<file path="config.mk">
export PLATFORM = sky130hd
export DESIGN_NAME = pcsia_top
export DESIGN_NICKNAME = d
export VERILOG_FILES = /design/src/hw/pcsia_pkg.sv /design/src/hw/pcsia_top.sv
export SDC_FILE = /design/constraint.sdc
export NUM_CORES = 1
export LEC_CHECK = 0
export ABC_CLOCK_PERIOD_IN_PS = 3700
export BUFFER_PORTS_ARGS = -buffer_cell sky130_fd_sc_hd__clkbuf_2
export CAP_MARGIN = 20
export CELL_PAD_IN_SITES_DETAIL_PLACEMENT = 1
export CELL_PAD_IN_SITES_GLOBAL_PLACEMENT = 1
export CORE_AREA = 3 3 168 170
export CTS_CLUSTER_SIZE = 28
export DETAILED_ROUTE_END_ITERATION = 10
export DIE_AREA = 0 0 171 173
export PLACE_DENSITY = 0.56
export SETUP_SLACK_MARGIN = 0.15
export SLEW_MARGIN = 20
export SYNTH_ARGS = -nofsm -noshare
export SYNTH_HDL_FRONTEND = slang
export SYNTH_SLANG_ARGS = --single-unit
</file>
<file path="constraint.sdc">
create_clock -name hclk -period 3.7 [get_ports hclk]
set_clock_uncertainty 0.2 [all_clocks]
set_input_delay 0.37 -clock hclk [delete_from_list [all_inputs] [get_ports hclk]]
set_output_delay 0.37 -clock hclk [all_outputs]
set_load 0.02 [all_outputs]
</file>
<file path="src/hw/pcsia_pkg.sv">
package pcsia_pkg;

	// widths
	localparam int PC_W        = 13;
	localparam int LOW_W       = 8;
	localparam int LATCH_W     = 5;
	localparam int PAGE_W      = 11;
	localparam int FP_W        = 8;
	localparam int EA_W        = 9;
	localparam int STACK_DEPTH = 8;
	localparam int SP_W        = 3;
	localparam int OFS_W       = 5;

	// register offsets inside the slave window, byte addresses
	localparam logic [OFS_W-1:0] OFS_PC_LOW   = 5'h00;
	localparam logic [OFS_W-1:0] OFS_LATCH    = 5'h04;
	localparam logic [OFS_W-1:0] OFS_FILE_PTR = 5'h08;
	localparam logic [OFS_W-1:0] OFS_STATUS   = 5'h0c;
	localparam logic [OFS_W-1:0] OFS_INDIRECT = 5'h10;

	// field positions
	localparam int BANK_BIT     = 7;
	localparam int PAGE_HI      = 4;
	localparam int PAGE_LO      = 3;
	localparam int UNUSED_PC    = 12;
	localparam int HTRANS_VALID = 1;

	// values
	localparam logic [FP_W-1:0]  SELF_PTR   = 8'h00;
	localparam logic [31:0]      WORD_ZERO  = 32'h0000_0000;
	localparam logic             HRESP_OKAY = 1'b0;
	localparam logic [PC_W-1:0]  PC_ONE     = 13'h0001;
	localparam logic [PC_W-1:0]  PC_RESET   = 13'h0000;
	localparam logic [PC_W-1:0]  FETCH_MASK = 13'h0fff;
	localparam logic [SP_W-1:0]  SP_ONE     = 3'h1;

	typedef enum logic [1:0] {
		ST_IDLE,
		ST_RD,
		ST_FWAIT,
		ST_FCAP
	} pcsia_bus_state_t;

endpackage

</file>
<file path="src/hw/pcsia_top.sv">
`timescale 1ns/1ps
module pcsia_top #(
	parameter logic [pcsia_pkg::PC_W-1:0] IRQ_VECTOR = 13'h0008
) (
	// clock and reset
	input  wire logic                          hclk,
	input  wire logic                          hresetn,
	// ahb-lite slave
	input  wire logic                          hsel,
	input  wire logic [31:0]                   haddr,
	input  wire logic [1:0]                    htrans,
	input  wire logic                          hwrite,
	input  wire logic [2:0]                    hsize,
	input  wire logic [31:0]                   hwdata,
	input  wire logic                          hready,
	output logic                               hreadyout,
	output logic                               hresp,
	output logic [31:0]                        hrdata,
	// instruction decoder
	input  wire logic                          core_step,
	input  wire logic                          core_call,
	input  wire logic                          core_goto,
	input  wire logic                          core_return,
	input  wire logic                          core_return_with_literal,
	input  wire logic                          core_return_from_interrupt,
	input  wire logic                          core_irq,
	input  wire logic                          core_pc_low_byte_wr,
	input  wire logic [pcsia_pkg::LOW_W-1:0]   core_pc_low_byte_data,
	input  wire logic [pcsia_pkg::PAGE_W-1:0]  core_target,
	// program memory
	output logic [pcsia_pkg::PC_W-1:0]         pc_out,
	output logic [pcsia_pkg::PC_W-1:0]         fetch_addr,
	// register file
	output logic [pcsia_pkg::EA_W-1:0]         file_addr,
	output logic                               file_rd,
	output logic                               file_wr,
	output logic [pcsia_pkg::LOW_W-1:0]        file_wdata,
	input  wire logic [pcsia_pkg::LOW_W-1:0]   file_rdata
);

	logic [pcsia_pkg::PC_W-1:0]    pc_reg;
	logic [pcsia_pkg::PC_W-1:0]    pc_next;
	logic [pcsia_pkg::PC_W-1:0]    fetch_reg;
	logic [pcsia_pkg::LATCH_W-1:0] latch_reg;
	logic [pcsia_pkg::FP_W-1:0]    fp_reg;
	logic                          bank_reg;
	logic [pcsia_pkg::PC_W-1:0]    stack_mem [pcsia_pkg::STACK_DEPTH];
	logic [pcsia_pkg::SP_W-1:0]    sp_reg;
	logic                          push;
	logic                          pop;
	logic [pcsia_pkg::PC_W-1:0]    push_val;
	logic                          ret_any;

	pcsia_pkg::pcsia_bus_state_t   state_reg;
	logic                          wr_phase_reg;
	logic [pcsia_pkg::OFS_W-1:0]   ofs_reg;
	logic                          hready_reg;
	logic [31:0]                   hrdata_reg;
	logic                          file_rd_reg;
	logic                          file_wr_reg;
	logic [pcsia_pkg::EA_W-1:0]    file_addr_reg;
	logic [pcsia_pkg::LOW_W-1:0]   file_wdata_reg;
	logic                          addr_take;
	logic                          bus_wr;
	logic                          bus_wr_low;
	logic                          fp_self;

	function automatic logic [pcsia_pkg::EA_W-1:0] eff_addr(input logic bank, input logic [pcsia_pkg::FP_W-1:0] fp);
		eff_addr = {bank, fp};
	endfunction

	assign ret_any    = core_return | core_return_with_literal | core_return_from_interrupt;
	assign addr_take  = hsel & hready & htrans[pcsia_pkg::HTRANS_VALID];
	assign bus_wr     = wr_phase_reg;
	assign bus_wr_low = bus_wr && (ofs_reg == pcsia_pkg::OFS_PC_LOW);
	assign fp_self    = (fp_reg == pcsia_pkg::SELF_PTR);

	// interrupt vectoring outranks everything so an interrupt is never dropped
	always_comb begin
		pc_next  = pc_reg;
		push     = 1'b0;
		pop      = 1'b0;
		push_val = pc_reg;
		if (core_irq) begin
			pc_next = IRQ_VECTOR;
			push    = 1'b1;
		end else if (bus_wr_low) begin
			pc_next = {latch_reg, hwdata[pcsia_pkg::LOW_W-1:0]};
		end else if (core_pc_low_byte_wr) begin
			pc_next = {latch_reg, core_pc_low_byte_data};
		end else if (core_call) begin
			pc_next  = {latch_reg[pcsia_pkg::PAGE_HI:pcsia_pkg::PAGE_LO], core_target};
			push     = 1'b1;
			push_val = pc_reg + pcsia_pkg::PC_ONE;
		end else if (core_goto) begin
			pc_next = {latch_reg[pcsia_pkg::PAGE_HI:pcsia_pkg::PAGE_LO], core_target};
		end else if (ret_any) begin
			pc_next = stack_mem[sp_reg - pcsia_pkg::SP_ONE];
			pop     = 1'b1;
		end else if (core_step) begin
			pc_next = pc_reg + pcsia_pkg::PC_ONE;
		end
	end

	// whole counter cleared on reset, high part included
	always_ff @(posedge hclk or negedge hresetn) begin
		if (!hresetn) begin
			pc_reg    <= pcsia_pkg::PC_RESET;
			fetch_reg <= pcsia_pkg::PC_RESET;
		end else begin
			pc_reg    <= pc_next;
			fetch_reg <= pc_next & pcsia_pkg::FETCH_MASK;
		end
	end

	// no full or empty tracking: wraps in both directions, nothing flagged
	always_ff @(posedge hclk or negedge hresetn) begin
		if (!hresetn) begin
			sp_reg <= '0;
		end else if (push) begin
			sp_reg <= sp_reg + pcsia_pkg::SP_ONE;
		end else if (pop) begin
			sp_reg <= sp_reg - pcsia_pkg::SP_ONE;
		end
	end

	// entries carry no reset; contents before the first push are undefined
	always_ff @(posedge hclk) begin
		if (push) begin
			stack_mem[sp_reg] <= push_val;
		end
	end

	// upper latch only moves on a bus write, never on push or pop
	always_ff @(posedge hclk or negedge hresetn) begin
		if (!hresetn) begin
			latch_reg <= '0;
			fp_reg    <= '0;
			bank_reg  <= 1'b0;
		end else if (bus_wr) begin
			unique case (ofs_reg)
				pcsia_pkg::OFS_LATCH:    latch_reg <= hwdata[pcsia_pkg::LATCH_W-1:0];
				pcsia_pkg::OFS_FILE_PTR: fp_reg    <= hwdata[pcsia_pkg::FP_W-1:0];
				pcsia_pkg::OFS_STATUS:   bank_reg  <= hwdata[pcsia_pkg::BANK_BIT];
				default:                 ;
			endcase
		end
	end

	// data phase tracking: writes take no wait state
	always_ff @(posedge hclk or negedge hresetn) begin
		if (!hresetn) begin
			wr_phase_reg <= 1'b0;
			ofs_reg      <= '0;
		end else begin
			wr_phase_reg <= addr_take & hwrite;
			if (addr_take) begin
				ofs_reg <= haddr[pcsia_pkg::OFS_W-1:0];
			end
		end
	end

	// register reads wait one cycle, indirect file reads three, so a write just before is already visible
	always_ff @(posedge hclk or negedge hresetn) begin
		if (!hresetn) begin
			state_reg   <= pcsia_pkg::ST_IDLE;
			hready_reg  <= 1'b1;
			hrdata_reg  <= pcsia_pkg::WORD_ZERO;
			file_rd_reg <= 1'b0;
		end else begin
			unique case (state_reg)
				pcsia_pkg::ST_IDLE: begin
					if (addr_take && !hwrite) begin
						state_reg  <= pcsia_pkg::ST_RD;
						hready_reg <= 1'b0;
					end
				end
				pcsia_pkg::ST_RD: begin
					hrdata_reg <= pcsia_pkg::WORD_ZERO;
					unique case (ofs_reg)
						pcsia_pkg::OFS_PC_LOW:   hrdata_reg[pcsia_pkg::LOW_W-1:0] <= pc_reg[pcsia_pkg::LOW_W-1:0];
						pcsia_pkg::OFS_LATCH:    hrdata_reg[pcsia_pkg::LATCH_W-1:0] <= latch_reg;
						pcsia_pkg::OFS_FILE_PTR: hrdata_reg[pcsia_pkg::FP_W-1:0] <= fp_reg;
						pcsia_pkg::OFS_STATUS:   hrdata_reg[pcsia_pkg::BANK_BIT] <= bank_reg;
						default:                 ;
					endcase
					if (ofs_reg == pcsia_pkg::OFS_INDIRECT && !fp_self) begin
						state_reg   <= pcsia_pkg::ST_FWAIT;
						file_rd_reg <= 1'b1;
					end else begin
						state_reg  <= pcsia_pkg::ST_IDLE;
						hready_reg <= 1'b1;
					end
				end
				pcsia_pkg::ST_FWAIT: begin
					file_rd_reg <= 1'b0;
					state_reg   <= pcsia_pkg::ST_FCAP;
				end
				pcsia_pkg::ST_FCAP: begin
					hrdata_reg <= {24'h00_0000, file_rdata};
					hready_reg <= 1'b1;
					state_reg  <= pcsia_pkg::ST_IDLE;
				end
			endcase
		end
	end

	// register file port: reads issued by the read sequencer, writes from the data phase
	always_ff @(posedge hclk or negedge hresetn) begin
		if (!hresetn) begin
			file_wr_reg    <= 1'b0;
			file_addr_reg  <= '0;
			file_wdata_reg <= '0;
		end else begin
			file_wr_reg <= 1'b0;
			if (bus_wr && ofs_reg == pcsia_pkg::OFS_INDIRECT && !fp_self) begin
				file_wr_reg    <= 1'b1;
				file_addr_reg  <= eff_addr(bank_reg, fp_reg);
				file_wdata_reg <= hwdata[pcsia_pkg::LOW_W-1:0];
			end else if (state_reg == pcsia_pkg::ST_RD && ofs_reg == pcsia_pkg::OFS_INDIRECT && !fp_self) begin
				file_addr_reg <= eff_addr(bank_reg, fp_reg);
			end
		end
	end

	assign hreadyout  = hready_reg;
	assign hresp      = pcsia_pkg::HRESP_OKAY;
	assign hrdata     = hrdata_reg;
	assign pc_out     = pc_reg;
	assign fetch_addr = fetch_reg;
	assign file_addr  = file_addr_reg;
	assign file_rd    = file_rd_reg;
	assign file_wr    = file_wr_reg;
	assign file_wdata = file_wdata_reg;

	a_low_load: assert property (@(posedge hclk) disable iff (!hresetn)
		(bus_wr_low && !core_irq) |=> pc_reg == {$past(latch_reg), $past(hwdata[7:0])})
		else $error("low byte write did not load counter from latch");

	a_goto_page: assert property (@(posedge hclk) disable iff (!hresetn)
		(core_goto && !core_call && !core_irq && !bus_wr_low && !core_pc_low_byte_wr)
		|=> pc_reg == {$past(latch_reg[4:3]), $past(core_target)})
		else $error("goto target not formed from page bits and instruction");

	// one quiet cycle between call and return, as a decoder issuing two-cycle branches gives
	a_call_return: assert property (@(posedge hclk) disable iff (!hresetn)
		(core_call && !core_irq && !bus_wr_low && !core_pc_low_byte_wr)
		##1 !(core_irq || bus_wr_low || core_pc_low_byte_wr || core_call || core_goto || ret_any || core_step)
		##1 (ret_any && !core_irq && !bus_wr_low && !core_pc_low_byte_wr && !core_call && !core_goto)
		|=> pc_reg == $past(pc_reg, 3) + 13'h0001)
		else $error("return did not resume after the call");

	a_irq_push: assert property (@(posedge hclk) disable iff (!hresetn)
		core_irq |=> pc_reg == IRQ_VECTOR && stack_mem[$past(sp_reg)] == $past(pc_reg))
		else $error("interrupt did not push counter and vector");

	a_latch_kept: assert property (@(posedge hclk) disable iff (!hresetn)
		((push || pop) && !(bus_wr && ofs_reg == pcsia_pkg::OFS_LATCH)) |=> $stable(latch_reg))
		else $error("upper latch changed on push or pop");

	a_stack_wrap: assert property (@(posedge hclk) disable iff (!hresetn)
		(push && sp_reg == 3'h7) |=> sp_reg == 3'h0)
		else $error("stack pointer did not wrap on push");

	a_pop_wrap: assert property (@(posedge hclk) disable iff (!hresetn)
		(pop && sp_reg == 3'h0) |=> sp_reg == 3'h7)
		else $error("stack pointer did not wrap on pop");

	a_fetch_bit: assert property (@(posedge hclk) disable iff (!hresetn)
		fetch_addr[12] == 1'b0 && fetch_addr[11:0] == pc_reg[11:0])
		else $error("fetch address uses latch bit four");

	a_self_read: assert property (@(posedge hclk) disable iff (!hresetn)
		(state_reg == pcsia_pkg::ST_RD && ofs_reg == pcsia_pkg::OFS_INDIRECT && fp_self)
		|=> hready_reg && hrdata_reg == 32'h0000_0000 && !file_rd_reg)
		else $error("self indirect read not zero");

	a_self_write: assert property (@(posedge hclk) disable iff (!hresetn)
		(bus_wr && ofs_reg == pcsia_pkg::OFS_INDIRECT && fp_self) |=> !file_wr_reg)
		else $error("self indirect write reached the file");

	a_ind_addr: assert property (@(posedge hclk) disable iff (!hresetn)
		$rose(file_rd_reg) |-> file_addr_reg == {$past(bank_reg), $past(fp_reg)} ##2 hready_reg)
		else $error("indirect read address or timing wrong");

	a_reset_clear: assert property (@(posedge hclk)
		$rose(hresetn) |-> pc_reg == pcsia_pkg::PC_RESET && fetch_reg == pcsia_pkg::PC_RESET)
		else $error("counter not cleared by reset");

	a_step_inc: assert property (@(posedge hclk) disable iff (!hresetn)
		(core_step && !core_irq && !bus_wr_low && !core_pc_low_byte_wr && !core_call && !core_goto && !ret_any)
		|=> pc_reg == $past(pc_reg) + 13'h0001)
		else $error("step did not advance the counter");

	a_call_push: assert property (@(posedge hclk) disable iff (!hresetn)
		(core_call && !core_irq && !bus_wr_low && !core_pc_low_byte_wr)
		|=> stack_mem[$past(sp_reg)] == $past(pc_reg) + 13'h0001 && sp_reg == $past(sp_reg) + 3'h1)
		else $error("call did not push the return address");

	a_ret_pop: assert property (@(posedge hclk) disable iff (!hresetn)
		(ret_any && !core_irq && !bus_wr_low && !core_pc_low_byte_wr && !core_call && !core_goto)
		|=> pc_reg == $past(stack_mem[sp_reg - 3'h1]) && sp_reg == $past(sp_reg) - 3'h1)
		else $error("return did not pop the top entry");

	// the high part must never leak onto the bus
	a_low_read: assert property (@(posedge hclk) disable iff (!hresetn)
		(state_reg == pcsia_pkg::ST_RD && ofs_reg == pcsia_pkg::OFS_PC_LOW)
		|=> hrdata_reg == {24'h00_0000, $past(pc_reg[7:0])})
		else $error("counter read showed more than the low byte");

	a_latch_load: assert property (@(posedge hclk) disable iff (!hresetn)
		(bus_wr && ofs_reg == pcsia_pkg::OFS_LATCH) |=> latch_reg == $past(hwdata[4:0]))
		else $error("upper latch write lost");

	a_ind_write: assert property (@(posedge hclk) disable iff (!hresetn)
		(bus_wr && ofs_reg == pcsia_pkg::OFS_INDIRECT && !fp_self)
		|=> file_wr_reg && file_addr_reg == {$past(bank_reg), $past(fp_reg)}
		&& file_wdata_reg == $past(hwdata[7:0]))
		else $error("indirect write not passed to the file");

	a_rd_pulse: assert property (@(posedge hclk) disable iff (!hresetn)
		file_rd_reg |=> !file_rd_reg)
		else $error("file read strobe longer than one cycle");

	a_sp_hold: assert property (@(posedge hclk) disable iff (!hresetn)
		!(push || pop) |=> $stable(sp_reg))
		else $error("stack pointer moved without push or pop");

endmodule // pcsia_top

</file>
==> results.py <==
metrics = {
    "outcome": {
        "status": "completed",
    },
    "detailed_routing": {
        "vias": 5261,
        "ant_nets": 0,
        "drt-initial-drc-count": 373,
        "drc": 0,
        "first_pass_iters": 4,
        "wire_per_inst_um": 21.3,
        "drt_wl_total_um": 22700,
        "viasPerCell": 4.95,
    },
    "synthesis": {
        "synthTopCellsByCount": "edfxtp_1 (104), dfrtp_1 (65), nand2_1 (44), mux2_2 (40), buf_4 (38)",
        "synth_edf_count": 104,
        "synth_top_family_by_area": "multiplexers",
        "synth.area.mux_share_pct": 15.5,
        "synth.most_common_cell": "edfxtp_1",
        "synth_xor_area_share_pct": 2.75,
        "yosys.area_share.simple_pct": 7.93,
        "synth-main-ff-cell": "edfxtp_1",
        "synth-seq-area-share_pct": 59.7,
        "synth_adder_area_share_pct": 0.469,
        "synth_area_leader_cell": "edfxtp_1",
        "synth_top_area_share_pct": 39.0,
        "syn_inst": 598,
        "avgSynthCellArea_um2": 13.4,
        "netlist_area_mm2": 0.00800,
        "synth_area_leaders": "edfxtp_1 (39%), dfrtp_1 (20%), mux4_2 (6.8%)",
        "synth_cell_type_count": 57,
        "synth-seq-cells": 170,
        "synth_compound_area_share_pct": 7.97,
        "ys_warn_count": 0,
        "synthArstFlopShare_pct": 38.8,
    },
    "cts": {
        "cts_resized": 0,
        "clk_pin_slew_ps": 70,
        "htreeDepth": 4,
        "clock_path_buffers": 2,
        "cts_hold_buffers": 7,
        "cts_sinks": 170,
        "post_cts_buffers": 0,
        "cts_buffers": 17,
        "root_buffer": "clkbuf_16",
        "worstSkewPairLatency_ps": 430,
        "cts_tree": "yes",
    },
    "power": {
        "p_switching_w": 0.00237,
        "cell_internal_pwr_w": 0.00444,
        "p_comb_share_pct": 33.0,
        "power_frac_seq_pct": 40.1,
        "netSwitchingFraction_pct": 34.8,
        "leakage_nw": 3.74,
        "ir_worst_vdd_mv": 0.371,
        "clockPowerShare_pct": 26.9,
        "power_density_mw_per_mm2": 717,
    },
    "cells_and_area": {
        "drive_gt1_share_pct": 32.3,
        "diodes": 0,
        "area_growth_pct": 18.6,
        "post-route-util_pct": 35.3,
        "largest_reg_flops": 104,
        "final.fill_count": 2901,
        "nets": 821,
    },
    "die": {
        "die_x_um": 171,
        "die-area_mm2": 0.0296,
        "ios": 188,
        "core-area_mm2": 0.0269,
        "rows": 60,
        "die_h_um": 173,
        "start_util_pct": 29.8,
    },
    "worst_setup_path": {
        "cp-start-kind": "register",
        "cp_max_fo": 8,
        "critical_path.endpoint_type": "register",
        "crit_chain": "or4b_1 > o2111ai_1 > nor4_1 > xnor2_1",
        "path_class": "reg -> reg",
        "max_stage_delay_ps": 700,
        "cp_slowest_cell": "o2111ai_1",
        "crit_arrival_ps": 3060,
        "cp.required_ps": 3630,
    },
    "worst_hold_path": {
        "hp-class": "in -> reg",
    },
    "placement": {
        "io_buffers": 106,
        "routabilityCongestion": 0.787,
        "hpwl_um": 16700,
        "dp_slack_ps": 598,
    },
    "sta": {
        "fin_crit_sh_pct": 84.7,
        "period_minus_slack_ps": 3130,
        "relSlewSlack_pct": 35.3,
        "totalNegativeSetupSlack_ps": 0,
        "timing.fmax_ghz": 0.319,
        "timing.final.ws_setup_ps": 566,
        "setup_viol": 0,
        "worst_slew_pin_slew_ps": 963,
        "finalMaxSlewViolations": 0,
        "grt_setup_unrepaired": "false",
        "hold_viol": 0,
    },
    "grt": {
        "grt_pass1_vias": 5622,
        "grtUsageTotal_pct": 15.4,
        "antenna_found_initial": 1,
        "grt_overflow": 0,
        "grt_max_degree": 33,
        "grt_first_pass_wirelength_um": 34200,
    },
    "job": {
        "drv_cap": 0,
    },
}
-- worst paths after layout --
path | slack (ps) | endpoint | startpoint | cells past startpoint
setup / recovery | 570 | stack_mem[3][9]$_DFFE_PP_ | ofs_reg[4]$_DFFE_PN0P_ | 4
hold / removal | 40 | file_wdata[6]$_DFFE_PN0P_ | hwdata[6] | 2
setup reg to reg | 570 | stack_mem[3][9]$_DFFE_PP_ | ofs_reg[4]$_DFFE_PN0P_ | 4
hold reg to reg | 310 | file_wdata[7]$_DFFE_PN0P_ | file_wdata[7]$_DFFE_PN0P_ | 1
max in group asynchronous | 2310 | hreadyout$_DFFE_PN1P_ | hresetn | 3
min in group asynchronous | 220 | file_wdata[3]$_DFFE_PN0P_ | hresetn | 2
-- placed cells by master (no fill, tap or decap), types with 3 or more instances in the layout --
cell	n
inv_1	13
nand2_1	44
a221oi_1	4
clkbuf_16	17
o31ai_1	3
a211oi_1	4
inv_8	6
edfxtp_1	104
xnor2_1	15
dfrtp_1	64
o21ai_0	23
nand4_1	3
mux2_2	40
mux2i_1	25
o211ai_1	3
nor2b_1	4
mux4_2	24
a21oi_1	28
conb_1	26
a31oi_1	3
nor2_1	32
ha_1	3
nand3_1	16
dlygate4sd3_1	7
or3_1	3
buf_4	21
a22oi_1	4
xor2_1	7
nor3_1	16
nor4_1	5
clkbuf_2	105
-- per-layer routing --
| layer | GRT usage [%] | part of all wire [%] |
|---|---|---|
| met5 | 0 | 0.057 |
| met4 | 4.49 | 1.5 |
| met3 | 3.41 | 4.0 |
| met2 | 27.2 | 52 |
| met1 | 18.6 | 43 |
-- power groups by stage --
| stage | clock network, W | registers [W] | logic [W] |
|---|---|---|---|
| 5_1_grt | 0.00197 | 0.00278 | 0.00245 |
| 6_report | 0.00183 | 0.00273 | 0.00224 |
| 2_1_floorplan | 0 | 0.00279 | 0.00149 |
| 4_1_cts | 0.00189 | 0.00274 | 0.00229 |
| 3_5_place_dp | 0 | 0.00277 | 0.00228 |
| 3_3_place_gp | 0 | 0.00274 | 0.00222 |
-- critical path: cells and delay by family (launching register included) --
kind / cells / cell delay (ps)
xor+xnor: 1 / 660
simple gates: 2 / 850
compound gates: 1 / 700
flops: 1 / 420
-- area by class of cell --
class / count / area, um2 / share of cell area (%)
sequential: 170 / 4780 / 50.3
multi-input combinational: 373 / 2880 / 30.3
timing repair buffer: 134 / 758 / 7.99
clock buffer: 18 / 429 / 4.52
tap: 341 / 427 / 4.50
clock inverter: 14 / 174 / 1.83
inverter: 13 / 48.8 / 0.514
-- cells by family (layout without fill, tap and decap cells) --
family / after synthesis / count (layout)
compound gates: 97 / 97
xor+xnor: 23 / 23
fa+ha+maj: 3 / 3
buf+inv: 80 / 179
flops: 170 / 170
mux: 89 / 89
other cells: 1 / 26
simple gates: 135 / 135
-- stage by stage --
step	cell area, um2	total power, W	hold WS [ps]	std cells
after detailed placement	8820	0.00505	134	1024
after floorplan	8100	0.00427	-126	623
after CTS	9490	0.00692	19.2	1063
final	9490	0.00681	43.6	1063
after global placement	8820	0.00496	128	1024
after global routing	9490	0.00720	39.5	1063
(Power assumes the default switching activity.)
